===== config.mk =====
export PLATFORM = sky130hd
export DESIGN_NAME = programmable_crc_generator
export DESIGN_NICKNAME = d
export VERILOG_FILES = /design/src/rtl/crc_pkg.sv /design/src/rtl/fifo_mem_if.sv /design/src/rtl/crc_word_mem.sv /design/src/rtl/programmable_crc_generator.sv
export VERILOG_INCLUDE_DIRS = /design/src /design/src/rtl
export SDC_FILE = /design/constraint.sdc
export NUM_CORES = 1
export LEC_CHECK = 0
export ABC_AREA = 1
export BUFFER_PORTS_ARGS = -buffer_cell sky130_fd_sc_hd__buf_2
export CAP_MARGIN = 15
export CORE_MARGIN = 2
export CORE_UTILIZATION = 30
export DETAILED_ROUTE_END_ITERATION = 7
export GPL_ROUTABILITY_DRIVEN = 1
export PLACE_DENSITY = 0.5
export REMOVE_ABC_BUFFERS = 1
export SYNTH_ARGS = -nofsm -noshare
export SYNTH_HDL_FRONTEND = slang
export SYNTH_HIERARCHICAL = 1
export SYNTH_SLANG_ARGS = --single-unit

===== constraint.sdc =====
create_clock -name ref_clk -period 11.1 [get_ports ref_clk]
set_input_delay 2.22 -clock ref_clk [delete_from_list [all_inputs] [get_ports ref_clk]]
set_output_delay 2.22 -clock ref_clk [all_outputs]
set_load 0.03 [all_outputs]

===== src/rtl/crc_regs.svh =====
// Register map and field positions of the programmable CRC generator.
// Assumes a 32-bit Avalon-MM slave with byte addresses; each register uses one word.
`ifndef CRC_REGS_SVH
`define CRC_REGS_SVH

// ==========================================
// Register byte offsets
`define CRC_OFS_CONTROL_ONE 6'h00
`define CRC_OFS_CONTROL_TWO 6'h04
`define CRC_OFS_POLY_TERM_LOW 6'h08
`define CRC_OFS_POLY_TERM_HIGH 6'h0c
`define CRC_OFS_INPUT_WORD_LOW 6'h10
`define CRC_OFS_INPUT_WORD_HIGH 6'h14
`define CRC_OFS_SHIFT_VALUE_LOW 6'h18
`define CRC_OFS_SHIFT_VALUE_HIGH 6'h1c

// ==========================================
// control_one field positions
`define CRC_C1_MODULE_ON 15
`define CRC_C1_IDLE_HALT 13
`define CRC_C1_COUNT_LSB 8
`define CRC_C1_FULL 7
`define CRC_C1_EMPTY 6
`define CRC_C1_IRQ_SEL 5
`define CRC_C1_GO 4
`define CRC_C1_LSB_FIRST 3

// ==========================================
// control_two field positions
`define CRC_C2_WIDTH_LSB 8
`define CRC_C2_POLY_LEN_FIELD_LSB 0

// ==========================================
// Reset values and FIFO depths
`define CRC_RST_FIELD5 5'h00
`define CRC_RST_WORD32 32'h0000_0000
`define CRC_DEPTH_WIDE 5'h04
`define CRC_DEPTH_MID 5'h08
`define CRC_DEPTH_NARROW 5'h10
`define CRC_WIDE_ABOVE 5'h0f
`define CRC_MID_FROM 5'h08

`endif


===== src/rtl/crc_pkg.sv =====
// Types used by the CRC generator; its word store keeps its own.
// Assumes the constants of crc_regs.svh for all numeric values.
`default_nettype none

package crc_pkg;
    // Engine sequencing
    typedef enum logic [2:0] {
        ST_IDLE,
        ST_FETCH,
        ST_CATCH,
        ST_SHIFT,
        ST_TAIL
    } engine_state_t;

    // State of the generator, apart from the FIFO words held in crc_word_mem
    typedef struct packed {
        logic ack;
        logic [31:0] rdata;
        logic module_on;
        logic idle_halt;
        logic irq_source_sel;
        logic shift_go;
        logic lsb_first_sel;
        logic [4:0] word_width_field;
        logic [4:0] poly_len_field;
        logic [31:1] poly_terms;
        logic [31:0] stage;
        logic [31:0] crc;
        logic [3:0] wptr;
        logic [3:0] rptr;
        logic [4:0] valid_word_count;
        engine_state_t state;
        logic [31:0] shbuf;
        logic [5:0] bits_left;
        logic [5:0] tail;
        logic irq;
    } crc_state_t;
endpackage : crc_pkg

`default_nettype wire


===== src/rtl/fifo_mem_if.sv =====
// Port bundle between the CRC controller and its word store.
// Assumes one clock; read data appear one cycle after rd_en.
`default_nettype none

interface fifo_mem_if #(
    parameter int WIDTH = 32,
    parameter int AW = 4
);
    logic wr_en;
    logic [AW-1:0] wr_addr;
    logic [WIDTH-1:0] wr_data;
    logic rd_en;
    logic [AW-1:0] rd_addr;
    logic [WIDTH-1:0] rd_data;

    modport ctrl (output wr_en, wr_addr, wr_data, rd_en, rd_addr, input rd_data);
    modport mem (input wr_en, wr_addr, wr_data, rd_en, rd_addr, output rd_data);
endinterface : fifo_mem_if

`default_nettype wire


===== src/rtl/crc_word_mem.sv =====
// Small word store for the CRC input FIFO, one write and one registered read port.
// Assumes the controller keeps the pointers and the fill count.
`default_nettype none

module crc_word_mem #(
    parameter int WIDTH = 32,
    parameter int DEPTH = 16
) (
    input wire logic ref_clk, // Clock
    input wire logic rst, // Synchronous reset
    fifo_mem_if.mem port // Store access
);
    typedef struct packed {
        logic [DEPTH-1:0][WIDTH-1:0] mem;
        logic [WIDTH-1:0] rd_data;
    } mem_state_t;

    mem_state_t s_ff;
    mem_state_t nxt_s;

    // ==========================================
    // Elaboration check
    if (DEPTH != (1 << $clog2(DEPTH)) || WIDTH < 1) begin : g_bad
        $error("crc_word_mem: DEPTH must be a power of two");
    end

    assign port.rd_data = s_ff.rd_data;

    // Write slot, registered read
    always_comb begin
        nxt_s = s_ff;
        if (port.wr_en) begin
            nxt_s.mem[port.wr_addr] = port.wr_data;
        end
        if (port.rd_en) begin
            nxt_s.rd_data = s_ff.mem[port.rd_addr];
        end
    end

    // Contents need no reset, only the read register
    always_ff @(posedge ref_clk) begin
        if (rst) begin
            s_ff.rd_data <= '0;
        end else begin
            s_ff <= nxt_s;
        end
    end
endmodule : crc_word_mem

`default_nettype wire


===== src/rtl/programmable_crc_generator.sv =====
// Programmable CRC generator up to 32 bits with an input FIFO and a two-bit-per-cycle engine.
// Assumes an Avalon-MM master on ref_clk and an idle_mode level from logic on the same clock.
//
// Contract
// - Polynomials up to order 32; length field sets highest exponent.
// - Each set term bit XORs feedback into that engine position; clear disables.
// - Constant term always XORed; term bit 0 ignored; x32 implied for length 32.
// - Word width 1 to 32 bits; field holds width minus one.
// - FIFO depth 4 above 15, 8 for 8..15, 16 below 8.
// - Smallest FIFO write is one byte; bits above width ignored.
// - Count rises only when the byte with the word's MSb is written.
// - Engine shifts only with start bit set and count above zero.
// - Word moves to buffer, count drops, then two bits per cycle.
// - Full flag at depth for width; empty flag at zero count.
// - Module off empties FIFO, resets engine, shift value and high input.
// - Direction bit 0 shifts MSb first; 1 shifts LSb first.
// - Direction only orders input bits; result stays non-reflected.
// - Select 0 fires on count 1 to 0; select 1 on hardware go clear.
// - Software clearing the start bit fires no interrupt.
// - After empty interrupt, (length field + 1)/2 cycles remain to finish.
// - On completion hardware clears start bit; result in shift value registers.
// - Idle-halt set stops the module while the device idles.
// - Input data registers read zero; writes push into FIFO.
// - Shift value writes load engine register; reads return it.
// - Length field is five bits holding length minus one.
//
// The implementer's own choices: the address map and the Avalon-MM register port.
`include "crc_regs.svh"
`default_nettype none

module programmable_crc_generator (
    input wire logic ref_clk, // 200 MHz clock
    input wire logic rst, // Synchronous reset, high
    input wire logic [5:0] address, // Byte address
    input wire logic read, // Read request
    input wire logic write, // Write request
    input wire logic [3:0] byteenable, // Byte lanes
    input wire logic [31:0] writedata, // Write data
    output logic [31:0] readdata, // Read data
    output logic waitrequest, // Stall
    input wire logic idle_mode, // Device idle level
    output logic crc_irq // Interrupt event pulse
);
    import crc_pkg::*;

    crc_state_t s_ff;
    crc_state_t nxt_s;

    fifo_mem_if #(.WIDTH(32), .AW(4)) mem_bus ();

    crc_word_mem #(.WIDTH(32), .DEPTH(16)) u_mem (
        .ref_clk(ref_clk),
        .rst(rst),
        .port(mem_bus.mem)
    );

    // ==========================================
    // Functions

    // FIFO depth for a word width field
    function automatic logic [4:0] fifo_depth(input logic [4:0] dw);
        if (dw > `CRC_WIDE_ABOVE) begin
            fifo_depth = `CRC_DEPTH_WIDE;
        end else if (dw >= `CRC_MID_FROM) begin
            fifo_depth = `CRC_DEPTH_MID;
        end else begin
            fifo_depth = `CRC_DEPTH_NARROW;
        end
    endfunction : fifo_depth

    // Mask of the low (field + 1) bits
    function automatic logic [31:0] low_mask(input logic [4:0] f);
        low_mask = 32'hffff_ffff >> (5'h1f - f);
    endfunction : low_mask

    // One serial engine step
    function automatic logic [31:0] crc_step(input logic [31:0] c, input logic b,
                                             input logic [31:1] t, input logic [4:0] pl);
        logic fb;
        fb = b ^ c[pl];
        // Bit 0 always taps; top term never stored
        crc_step = ((c << 1) ^ (fb ? {t, 1'b1} : 32'h0)) & low_mask(pl);
    endfunction : crc_step

    // Byte-lane merge of a 16-bit register
    function automatic logic [15:0] merge16(input logic [15:0] old, input logic [15:0] wd,
                                            input logic [1:0] be);
        merge16 = {be[1] ? wd[15:8] : old[15:8], be[0] ? wd[7:0] : old[7:0]};
    endfunction : merge16

    // ==========================================
    // Bus handshake and outputs
    logic req;
    logic wr_fire;
    logic rd_take;
    logic run;
    logic push;
    logic pop;
    logic [4:0] depth;
    logic [1:0] msb_byte;
    logic [31:0] new_stage;
    logic [31:0] loaded;
    logic [31:0] c1;
    logic [31:0] c2;
    logic [5:0] need;

    // One wait cycle per access, so the answer stands at the second edge
    assign req = read | write;
    assign waitrequest = req & ~s_ff.ack;
    assign wr_fire = write & s_ff.ack;
    assign rd_take = read & ~s_ff.ack;
    assign readdata = s_ff.rdata;
    assign crc_irq = s_ff.irq;
    assign run = ~(s_ff.idle_halt & idle_mode);
    assign depth = fifo_depth(s_ff.word_width_field);
    assign msb_byte = s_ff.word_width_field[4:3];
    assign need = ({1'b0, s_ff.poly_len_field} + 6'h01) >> 1;

    // ==========================================
    // Next state
    always_comb begin
        nxt_s = s_ff;
        nxt_s.ack = req & ~s_ff.ack;
        nxt_s.irq = 1'b0;
        push = 1'b0;
        pop = 1'b0;
        new_stage = s_ff.stage;
        loaded = mem_bus.rd_data & low_mask(s_ff.word_width_field);
        c1 = `CRC_RST_WORD32;
        c2 = `CRC_RST_WORD32;
        mem_bus.rd_en = 1'b0;
        mem_bus.rd_addr = s_ff.rptr;

        // Read side: data sampled into a register one edge early
        if (rd_take) begin
            case (address)
                `CRC_OFS_CONTROL_ONE: begin
                    nxt_s.rdata = 32'h0;
                    nxt_s.rdata[`CRC_C1_MODULE_ON] = s_ff.module_on;
                    nxt_s.rdata[`CRC_C1_IDLE_HALT] = s_ff.idle_halt;
                    nxt_s.rdata[`CRC_C1_COUNT_LSB +: 5] = s_ff.valid_word_count;
                    nxt_s.rdata[`CRC_C1_FULL] = (s_ff.valid_word_count == depth);
                    nxt_s.rdata[`CRC_C1_EMPTY] = (s_ff.valid_word_count == 5'h00);
                    nxt_s.rdata[`CRC_C1_IRQ_SEL] = s_ff.irq_source_sel;
                    nxt_s.rdata[`CRC_C1_GO] = s_ff.shift_go;
                    nxt_s.rdata[`CRC_C1_LSB_FIRST] = s_ff.lsb_first_sel;
                end
                `CRC_OFS_CONTROL_TWO: begin
                    nxt_s.rdata = {19'h0, s_ff.word_width_field, 3'h0, s_ff.poly_len_field};
                end
                `CRC_OFS_POLY_TERM_LOW: nxt_s.rdata = {16'h0, s_ff.poly_terms[15:1], 1'b0};
                `CRC_OFS_POLY_TERM_HIGH: nxt_s.rdata = {16'h0, s_ff.poly_terms[31:16]};
                `CRC_OFS_SHIFT_VALUE_LOW: nxt_s.rdata = {16'h0, s_ff.crc[15:0]};
                `CRC_OFS_SHIFT_VALUE_HIGH: nxt_s.rdata = {16'h0, s_ff.crc[31:16]};
                default: nxt_s.rdata = 32'h0;
            endcase
        end

        // Input words: stage bytes, push when the MSb byte lands
        if (wr_fire && address == `CRC_OFS_INPUT_WORD_LOW) begin
            new_stage[15:0] = merge16(s_ff.stage[15:0], writedata[15:0], byteenable[1:0]);
            push = ~msb_byte[1] & byteenable[msb_byte[0]];
        end
        if (wr_fire && address == `CRC_OFS_INPUT_WORD_HIGH) begin
            new_stage[31:16] = merge16(s_ff.stage[31:16], writedata[15:0], byteenable[1:0]);
            push = msb_byte[1] & byteenable[msb_byte[0]];
        end
        nxt_s.stage = new_stage;
        // Full or disabled FIFO drops the word
        push = push & s_ff.module_on & (s_ff.valid_word_count < depth);
        mem_bus.wr_en = push;
        mem_bus.wr_addr = s_ff.wptr;
        mem_bus.wr_data = new_stage & low_mask(s_ff.word_width_field);
        if (push) begin
            nxt_s.wptr = s_ff.wptr + 4'h1;
        end

        // Saturating count of cycles since the FIFO ran dry
        if (run && s_ff.state != ST_IDLE && s_ff.tail != 6'h3f) begin
            nxt_s.tail = s_ff.tail + 6'h01;
        end

        // Engine
        case (s_ff.state)
            ST_IDLE: begin
                if (s_ff.shift_go && run && s_ff.valid_word_count != 5'h00) begin
                    nxt_s.state = ST_FETCH;
                end
            end
            ST_FETCH: begin
                mem_bus.rd_en = 1'b1;
                pop = 1'b1;
                nxt_s.rptr = s_ff.rptr + 4'h1;
                nxt_s.state = ST_CATCH;
            end
            ST_CATCH: begin
                // Left-align for MSb first so bit 31 always leads
                nxt_s.shbuf = s_ff.lsb_first_sel ? loaded
                              : (loaded << (5'h1f - s_ff.word_width_field));
                nxt_s.bits_left = {1'b0, s_ff.word_width_field} + 6'h01;
                nxt_s.state = ST_SHIFT;
            end
            ST_SHIFT: begin
                if (s_ff.shift_go && run) begin
                    // Only input order changes, feedback is the same
                    c1 = crc_step(s_ff.crc, s_ff.lsb_first_sel ? s_ff.shbuf[0] : s_ff.shbuf[31],
                                  s_ff.poly_terms, s_ff.poly_len_field);
                    c2 = crc_step(c1, s_ff.lsb_first_sel ? s_ff.shbuf[1] : s_ff.shbuf[30],
                                  s_ff.poly_terms, s_ff.poly_len_field);
                    if (s_ff.bits_left >= 6'h02) begin
                        nxt_s.crc = c2;
                        nxt_s.shbuf = s_ff.lsb_first_sel ? (s_ff.shbuf >> 2) : (s_ff.shbuf << 2);
                        nxt_s.bits_left = s_ff.bits_left - 6'h02;
                    end else begin
                        nxt_s.crc = c1;
                        nxt_s.bits_left = 6'h00;
                    end
                    if (s_ff.bits_left <= 6'h02) begin
                        nxt_s.state = (s_ff.valid_word_count != 5'h00) ? ST_FETCH : ST_TAIL;
                    end
                end
            end
            ST_TAIL: begin
                if (s_ff.shift_go && run && s_ff.valid_word_count != 5'h00) begin
                    nxt_s.state = ST_FETCH;
                end else if (run && s_ff.tail >= need) begin
                    nxt_s.state = ST_IDLE;
                    if (s_ff.shift_go) begin
                        nxt_s.shift_go = 1'b0;
                        nxt_s.irq = s_ff.irq_source_sel;
                    end
                end
            end
            default: nxt_s.state = ST_IDLE;
        endcase

        // Count follows push and pop together
        nxt_s.valid_word_count = s_ff.valid_word_count + {4'h0, push} - {4'h0, pop};
        if (pop && !push && s_ff.valid_word_count == 5'h01) begin
            nxt_s.tail = 6'h00;
            if (!s_ff.irq_source_sel) begin
                nxt_s.irq = 1'b1;
            end
        end

        // Register writes; a software go write lands after the hardware clear
        if (wr_fire) begin
            case (address)
                `CRC_OFS_CONTROL_ONE: begin
                    if (byteenable[1]) begin
                        nxt_s.module_on = writedata[`CRC_C1_MODULE_ON];
                        nxt_s.idle_halt = writedata[`CRC_C1_IDLE_HALT];
                    end
                    if (byteenable[0]) begin
                        nxt_s.irq_source_sel = writedata[`CRC_C1_IRQ_SEL];
                        nxt_s.shift_go = writedata[`CRC_C1_GO];
                        nxt_s.lsb_first_sel = writedata[`CRC_C1_LSB_FIRST];
                    end
                end
                `CRC_OFS_CONTROL_TWO: begin
                    if (byteenable[1]) begin
                        nxt_s.word_width_field = writedata[`CRC_C2_WIDTH_LSB +: 5];
                    end
                    if (byteenable[0]) begin
                        nxt_s.poly_len_field = writedata[`CRC_C2_POLY_LEN_FIELD_LSB +: 5];
                    end
                end
                `CRC_OFS_POLY_TERM_LOW: begin
                    nxt_s.poly_terms[15:1] = {byteenable[1] ? writedata[15:8] : s_ff.poly_terms[15:8],
                                              byteenable[0] ? writedata[7:1] : s_ff.poly_terms[7:1]};
                end
                `CRC_OFS_POLY_TERM_HIGH: begin
                    nxt_s.poly_terms[31:16] = merge16(s_ff.poly_terms[31:16], writedata[15:0],
                                                      byteenable[1:0]);
                end
                `CRC_OFS_SHIFT_VALUE_LOW: begin
                    nxt_s.crc[15:0] = merge16(s_ff.crc[15:0], writedata[15:0], byteenable[1:0]);
                end
                `CRC_OFS_SHIFT_VALUE_HIGH: begin
                    nxt_s.crc[31:16] = merge16(s_ff.crc[31:16], writedata[15:0], byteenable[1:0]);
                end
                default: ;
            endcase
        end

        // Module off acts as a soft reset of the datapath only
        if (!s_ff.module_on) begin
            nxt_s.valid_word_count = `CRC_RST_FIELD5;
            nxt_s.wptr = 4'h0;
            nxt_s.rptr = 4'h0;
            nxt_s.state = ST_IDLE;
            nxt_s.crc = `CRC_RST_WORD32;
            nxt_s.stage[31:16] = 16'h0;
            nxt_s.bits_left = 6'h00;
            nxt_s.tail = 6'h00;
        end
    end

    // ==========================================
    // State register
    always_ff @(posedge ref_clk) begin
        if (rst) begin
            s_ff <= '0;
            s_ff.state <= ST_IDLE;
        end else begin
            s_ff <= nxt_s;
        end
    end
endmodule : programmable_crc_generator

`default_nettype wire


Word level (Yosys, flattened, before mapping)
Index checks and enable logic that the tools add are counted.

operators by class
  add/sub/neg operators = 10
  order comparisons = 11
  equality and inequality tests = 23
  shift operators = 3
  mux-type cells = 68
  bitwise gates (word level) = 22
  reductions and logical operators = 31

operators with widths
  kind                                                  count
  bitwise mux 512 bit                                   1
  2-to-1 mux 32 bit                                     11
  AND 32 bit                                            4
  binary-select mux 32 bit (select 4 bit)               1
  demux 32 bit (select 4 bit)                           1
  one-hot mux 16 bit (6 select lines)                   1
  2-to-1 mux 16 bit                                     5
  one-hot mux 38 bit (2 select lines)                   1
  2-to-1 mux 8 bit                                      9
  right shift 32 x 5 -> 32 bit (first input constant)   2
  bitwise XOR 32 bit                                    2
  2-to-1 mux 43 bit                                     1
  2-to-1 mux 41 bit                                     1
  << shifter 32 x 5 -> 32 bit                           1
  AND reduction 3 bit                                   9
  equality test 6 x 5 -> 1 bit (second input constant)  4
  2-to-1 mux 5 bit                                      4
  2-to-1 mux 1 bit                                      18
  2-to-1 mux 15 bit                                     1
  2-to-1 mux 3 bit                                      5
  != test 3 bit (second input constant)                 5
  one-hot mux 3 bit (5 select lines)                    1
  adder 5 x 1 -> 6 bit (second input constant)          2
  equality test 6 x 4 -> 1 bit (second input constant)  2
  45 further kinds                                      76

word-level totals
  flip-flop bits (word level) = 748
  bits of input ports = 47
  output and inout port bits = 34
  word-level logic and storage cells = 212

Logic depth before layout (Yosys ltp)
  word-level depth = 17
  gate-level depth with buffers = 33
  gate-level depth less buffers = 31

Modules after synthesis
Netlist, hierarchy kept.

modules (own cells, without submodules)
  module                      times used  cells an instance  area an instance (um2)  seq. area each (um2)
  crc_word_mem                1           1910               22186.3                 16015.4
  programmable_crc_generator  1           2303               14247.4                 3763.6

Worst setup path before layout
Ideal clock, no wire load.

  path type = input-to-reg
  from = in byteenable[0]
  to = reg u_mem/s_ff[160] in the netlist's numbering, enable pin
  library setup time = 0.421 ns
  arrival time = 4.915 ns
  required time = 10.679 ns
  path slack = 5.764 ns
  stages on the path = 9
  buffers on the path = 1
  path through = clkbuf_1 > o21ai_0 > a2111oi_0 > nand2_1 > inv_1 > inv_1 > nor2_1 > nand3b_1 > nor2_1

between the ends
  word-level cells in the longest chain between the ends = 8
  elaborated cells on any way between the ends = 9
  those cells by class = 4 x mux; 4 x bitwise; 1 x reduce/logical

ends and longest elaborated chain
  what                                                    line                                                                  text
  start, declared                                         programmable_crc_generator.sv:37                                      input wire logic [3:0] byteenable,
  2-to-1 mux 1 bit (not written as such) * (2 in series)  programmable_crc_generator.sv:162, programmable_crc_generator.sv:166
  AND 1 bit                                               programmable_crc_generator.sv:162                                     push = ~msb_byte[1] & byteenable[msb_byte[0]];
  2-to-1 mux 1 bit                                        programmable_crc_generator.sv:160                                     if (wr_fire && address == `CRC_OFS_INPUT_WORD_LOW) begin
  2-to-1 mux 1 bit *                                      programmable_crc_generator.sv:164                                     if (wr_fire && address == `CRC_OFS_INPUT_WORD_HIGH) begin
  AND 1 bit * (2 in series)                               programmable_crc_generator.sv:170                                     push = push & s_ff.module_on & (s_ff.valid_word_count < depth);
  net mem_bus.wr_en                                       fifo_mem_if.sv:9                                                      logic wr_en;
  AND reduction 2 bit (no source line) *                  -
  end signal, assigned                                    crc_word_mem.sv:45                                                    s_ff <= nxt_s;
  end, declared                                           crc_word_mem.sv:18                                                    mem_state_t s_ff;

The timed path passes the listed nets; every way through them passes the cells marked *. The select of a mux whose other input is x is not followed.
A chain may end at the register's enable or synchronous reset.

Worst setup path after layout
  from = in address[1]
  to = reg u_mem/s_ff[278] in the netlist's numbering, enable pin

between the ends
  word-level cells in the longest chain between the ends = 7
  elaborated cells on any way between the ends = 9
  those cells by class = 2 x eq/ne; 2 x mux; 2 x bitwise; 3 x reduce/logical

ends and longest elaborated chain
  what                                           line                               text
  start, declared                                programmable_crc_generator.sv:34   input wire logic [5:0] address,
  equality test 6 x 5 -> 1 bit (no source line)  -
  logical AND 1 bit (no source line)             -
  2-to-1 mux 1 bit                               programmable_crc_generator.sv:160
  2-to-1 mux 1 bit *                             programmable_crc_generator.sv:164
  AND 1 bit * (2 in series)                      programmable_crc_generator.sv:170
  net mem_bus.wr_en                              fifo_mem_if.sv:9
  AND reduction 2 bit (no source line) *         -

The timed path passes the listed nets; every way through them passes the cells marked *.

==> flow_metrics.env <==
export IMPL_outcome="finished clean"
export IMPL_ys_seq_area_share_pct=54.3
export IMPL_dp_hpwl_mm=73.3
export IMPL_dieArea_um2=124000
export IMPL_netlist_top_cell_by_area="edfxtp_1"
export IMPL_die_y_um=352
export IMPL_worstHoldEndpoint="readdata[2]"
export IMPL_finalCritPeriodShare_pct=50.0
export IMPL_hold_class="reg2reg"
export IMPL_initial_core_util_pct=30.3
export IMPL_finalSetupViolations=0
export IMPL_max_freq_mhz=180
export IMPL_synth_edff_count=512
export IMPL_hold_depth=2
export IMPL_min_delay_start="readdata[2]"
export IMPL_hold_viol=0
export IMPL_grt_max_degree=207
export IMPL_ys_types=67
export IMPL_r2r_cells=17
export IMPL_critPathBufInv=5
export IMPL_regArea_um2=19800
export IMPL_path_clk_slew_ps=50
export IMPL_reg2reg_to="u_mem/s_ff[278]"
export IMPL_cts_hold_buf=0
export IMPL_rrSetupSlack_ps=5900
export IMPL_post_cts_resize_count=0
export IMPL_overflow=0
export IMPL_drtIter0Drc=2971
export IMPL_crit_required_ps=11390
export IMPL_nets=4212
export IMPL_port_buffers=46
export IMPL_path_common_cell="inv_1"
export IMPL_drive_gt1_share_pct=7.94
export IMPL_tightest_slew_ps=1270
export IMPL_synth_area_top_cells="edfxtp_1 (42%), nand2_1 (13%), dfxtp_1 (12%)"
export IMPL_ys_warn_count=6
export IMPL_endpoint_kind="flip-flop"
export IMPL_htree_levels=3
export IMPL_vias=29600
export IMPL_critPathTopFamily="simple AND/OR/NAND/NOR gates"
export IMPL_post_place_ws_ps=5050
export IMPL_path_cells="buf_2 > nor2_1 > inv_1 > nor3_1 > nand2_1 > o21ai_0 > nand2_1 > inv_1 > inv_1 > nor2_1 > nand3_1 > nor2_4 > buf_4"
export IMPL_fill_cells=12500
export IMPL_cts_setup_buffers=0
export IMPL_crit_path_max_incr_delay_ps=730
export IMPL_wl_per_cell_um=21.0
export IMPL_synth_most_common_cell="nand2_1"
export IMPL_antenna_found_initial=7
export IMPL_cp_start_kind="input pin"
export IMPL_drt_pass1_iterations=8
export IMPL_cts_tree="done"
export IMPL_io_pins=81
export IMPL_grt_setup_unrepaired="no"
export IMPL_cts_buffers=86
export IMPL_reg2reg_from="s_ff[163]"
export IMPL_syn_area_um2=36400
export IMPL_synthTopCellsByCount="nand2_1 (1216), nand3_1 (576), edfxtp_1 (512)"
export IMPL_maxCapViolCount=0
export IMPL_finalCriticalPeriod_ps=5550
export IMPL_grt_pass1_wl_mm=180
export IMPL_totalWireLength_mm=122
export IMPL_setup_tns_ps=0
export IMPL_chipWidth_um=352
export IMPL_grt_pass1_vias=27700
export IMPL_slowest_stage="nor2_4"
export IMPL_clk_latency_ps=670
export IMPL_leakagePower_uw=0.0145
export IMPL_num_rows=127
export IMPL_cts_root_buf="clkbuf_16"
export IMPL_ant_nets=0
export IMPL_synth_seq_cells=732
export IMPL_syn_inst=4213
export IMPL_path_class="in2reg"
export IMPL_maxSlewHeadroom_pct=15.6
export IMPL_synth_top_cell_area_share_pct=42.2
export IMPL_place_gp_congestion=0.924
export IMPL_setup_ws_ps=5550
export IMPL_grt_util_all_layers_pct=19.0
export IMPL_ys_async_sr_fraction_pct=0
export IMPL_syn_mean_instance_area_um2=8.65
export IMPL_finalMaxSlewViolations=0
export IMPL_ir_drop_mv=0.114
export IMPL_critPathMaxFanout=19
export IMPL_drcViolationCount=0
export IMPL_avgViaCountPerCell=5.09
export IMPL_finClkSkew_ps=40.4
export IMPL_clock_sinks=732
export IMPL_coreArea_um2=120000
export IMPL_area_delta_synth_final_pct=11.2
export IMPL_power_density_nw_per_um2=144
export IMPL_cts_path_max_buffers=3
export IMPL_multi_input_area_um2=13900
export IMPL_cp_arrival_ps=5840
export IMPL_synth_ff_type="edfxtp_1"
## logic make-up (layout without fill, tap and decap cells)
kind of cell	after synthesis	after routing	synth area share (%)
buf+inv	604	580	8.26
flops	732	732	54.3
fa+ha+maj	29	29	1.02
mux	37	37	1.07
other cells	1	18	0.0103
simple gates	2192	2192	25.5
compound gates	609	609	9.68
xor+xnor	9	9	0.216
## flip-flops by register name, indices dropped and copies added (netlist names)
| register | cells |
|---|---|
| crc_irq | 1 |
| mem_bus.rd_addr | 4 |
| mem_bus.wr_addr | 4 |
| msb_byte | 2 |
| readdata | 16 |
| s_ff | 161 |
| u_mem/port.rd_data | 32 |
| u_mem/s_ff | 512 |
## cells in the final DEF (no fill, tap or decap), drive strengths merged, types with 52 or more instances in the layout
cell type / instances
nand2: 1227
nand3: 579
edfxtp: 512
inv: 294
nor2: 290
a21oi: 225
o21ai: 222
dfxtp: 220
buf: 128
clkbuf: 122
nand4: 52
## through the flow
| stage | total power (uW) | area [um^2] | util, % | cells | hold WS [ps] |
|---|---|---|---|---|---|
| 6_report | 5830 | 40500 | 33.7 | 5818 | 463 |
| 5_1_grt | 6010 | 40500 | 33.7 | 5816 | 481 |
| 4_1_cts | 5900 | 40500 | 33.7 | 5808 | 462 |
| 3_5_place_dp | 3020 | 37600 | 31.3 | 5652 | 454 |
| 3_3_place_gp | 3020 | 37600 | 31.3 | 5651 | 449 |
| 2_1_floorplan | 2980 | 34600 | - | 3920 | 439 |
## cell type report
cell class | count | area share [%]
Timing Repair Buffer | 128 | 2.16
Inverter | 296 | 2.77
Clock inverter | 34 | 1.16
Multi-Input combinational cell | 2892 | 34.2
Sequential cell | 732 | 48.8
Antenna cell | 2 | 0.0123
Tap cell | 1612 | 4.98
Clock buffer | 122 | 5.89
## how the worst max path moves through the flow
stage / endpoint / cells after the start / startpoint / slack, ps
6_report: u_mem/s_ff[278] / 13 / address[1] / 5550
5_1_grt: u_mem/s_ff[278] / 13 / address[1] / 5410
3_3_place_gp: u_mem/s_ff[298] / 13 / address[1] / 5090
2_1_floorplan: u_mem/port.rd_data[0] / 9 / mem_bus.rd_addr[0] / 4060
4_1_cts: u_mem/s_ff[525] / 13 / address[1] / 5750
3_5_place_dp: u_mem/s_ff[540] / 13 / address[1] / 5050
## metal layers
layer | track usage, % | part of all wire [%] | up-vias
li1 | - | - | 14200
met1 | 25.9 | 45 | 14200
met2 | 30.6 | 46 | 1000
met3 | 3.75 | 6.9 | 197
met4 | 5.41 | 2.6 | 4
met5 | 0 | 0.023 | -
## report_power, final
group,internal [uW],leakage [uW],switching [uW]
sequential,2890,0.00568,2.40
clock,1700,0.00139,1170
combinational,13.5,0.00740,61.7
total,4590,0.0145,1240
## tightest hold or removal path: cells and delay by family, from the launching register on
kind	cells	cell delay (ps)
AO/OA/AOI/OAI	1	60
flip-flops	1	300
AND/OR/NAND/NOR	1	60
(Power assumes the default switching activity.)
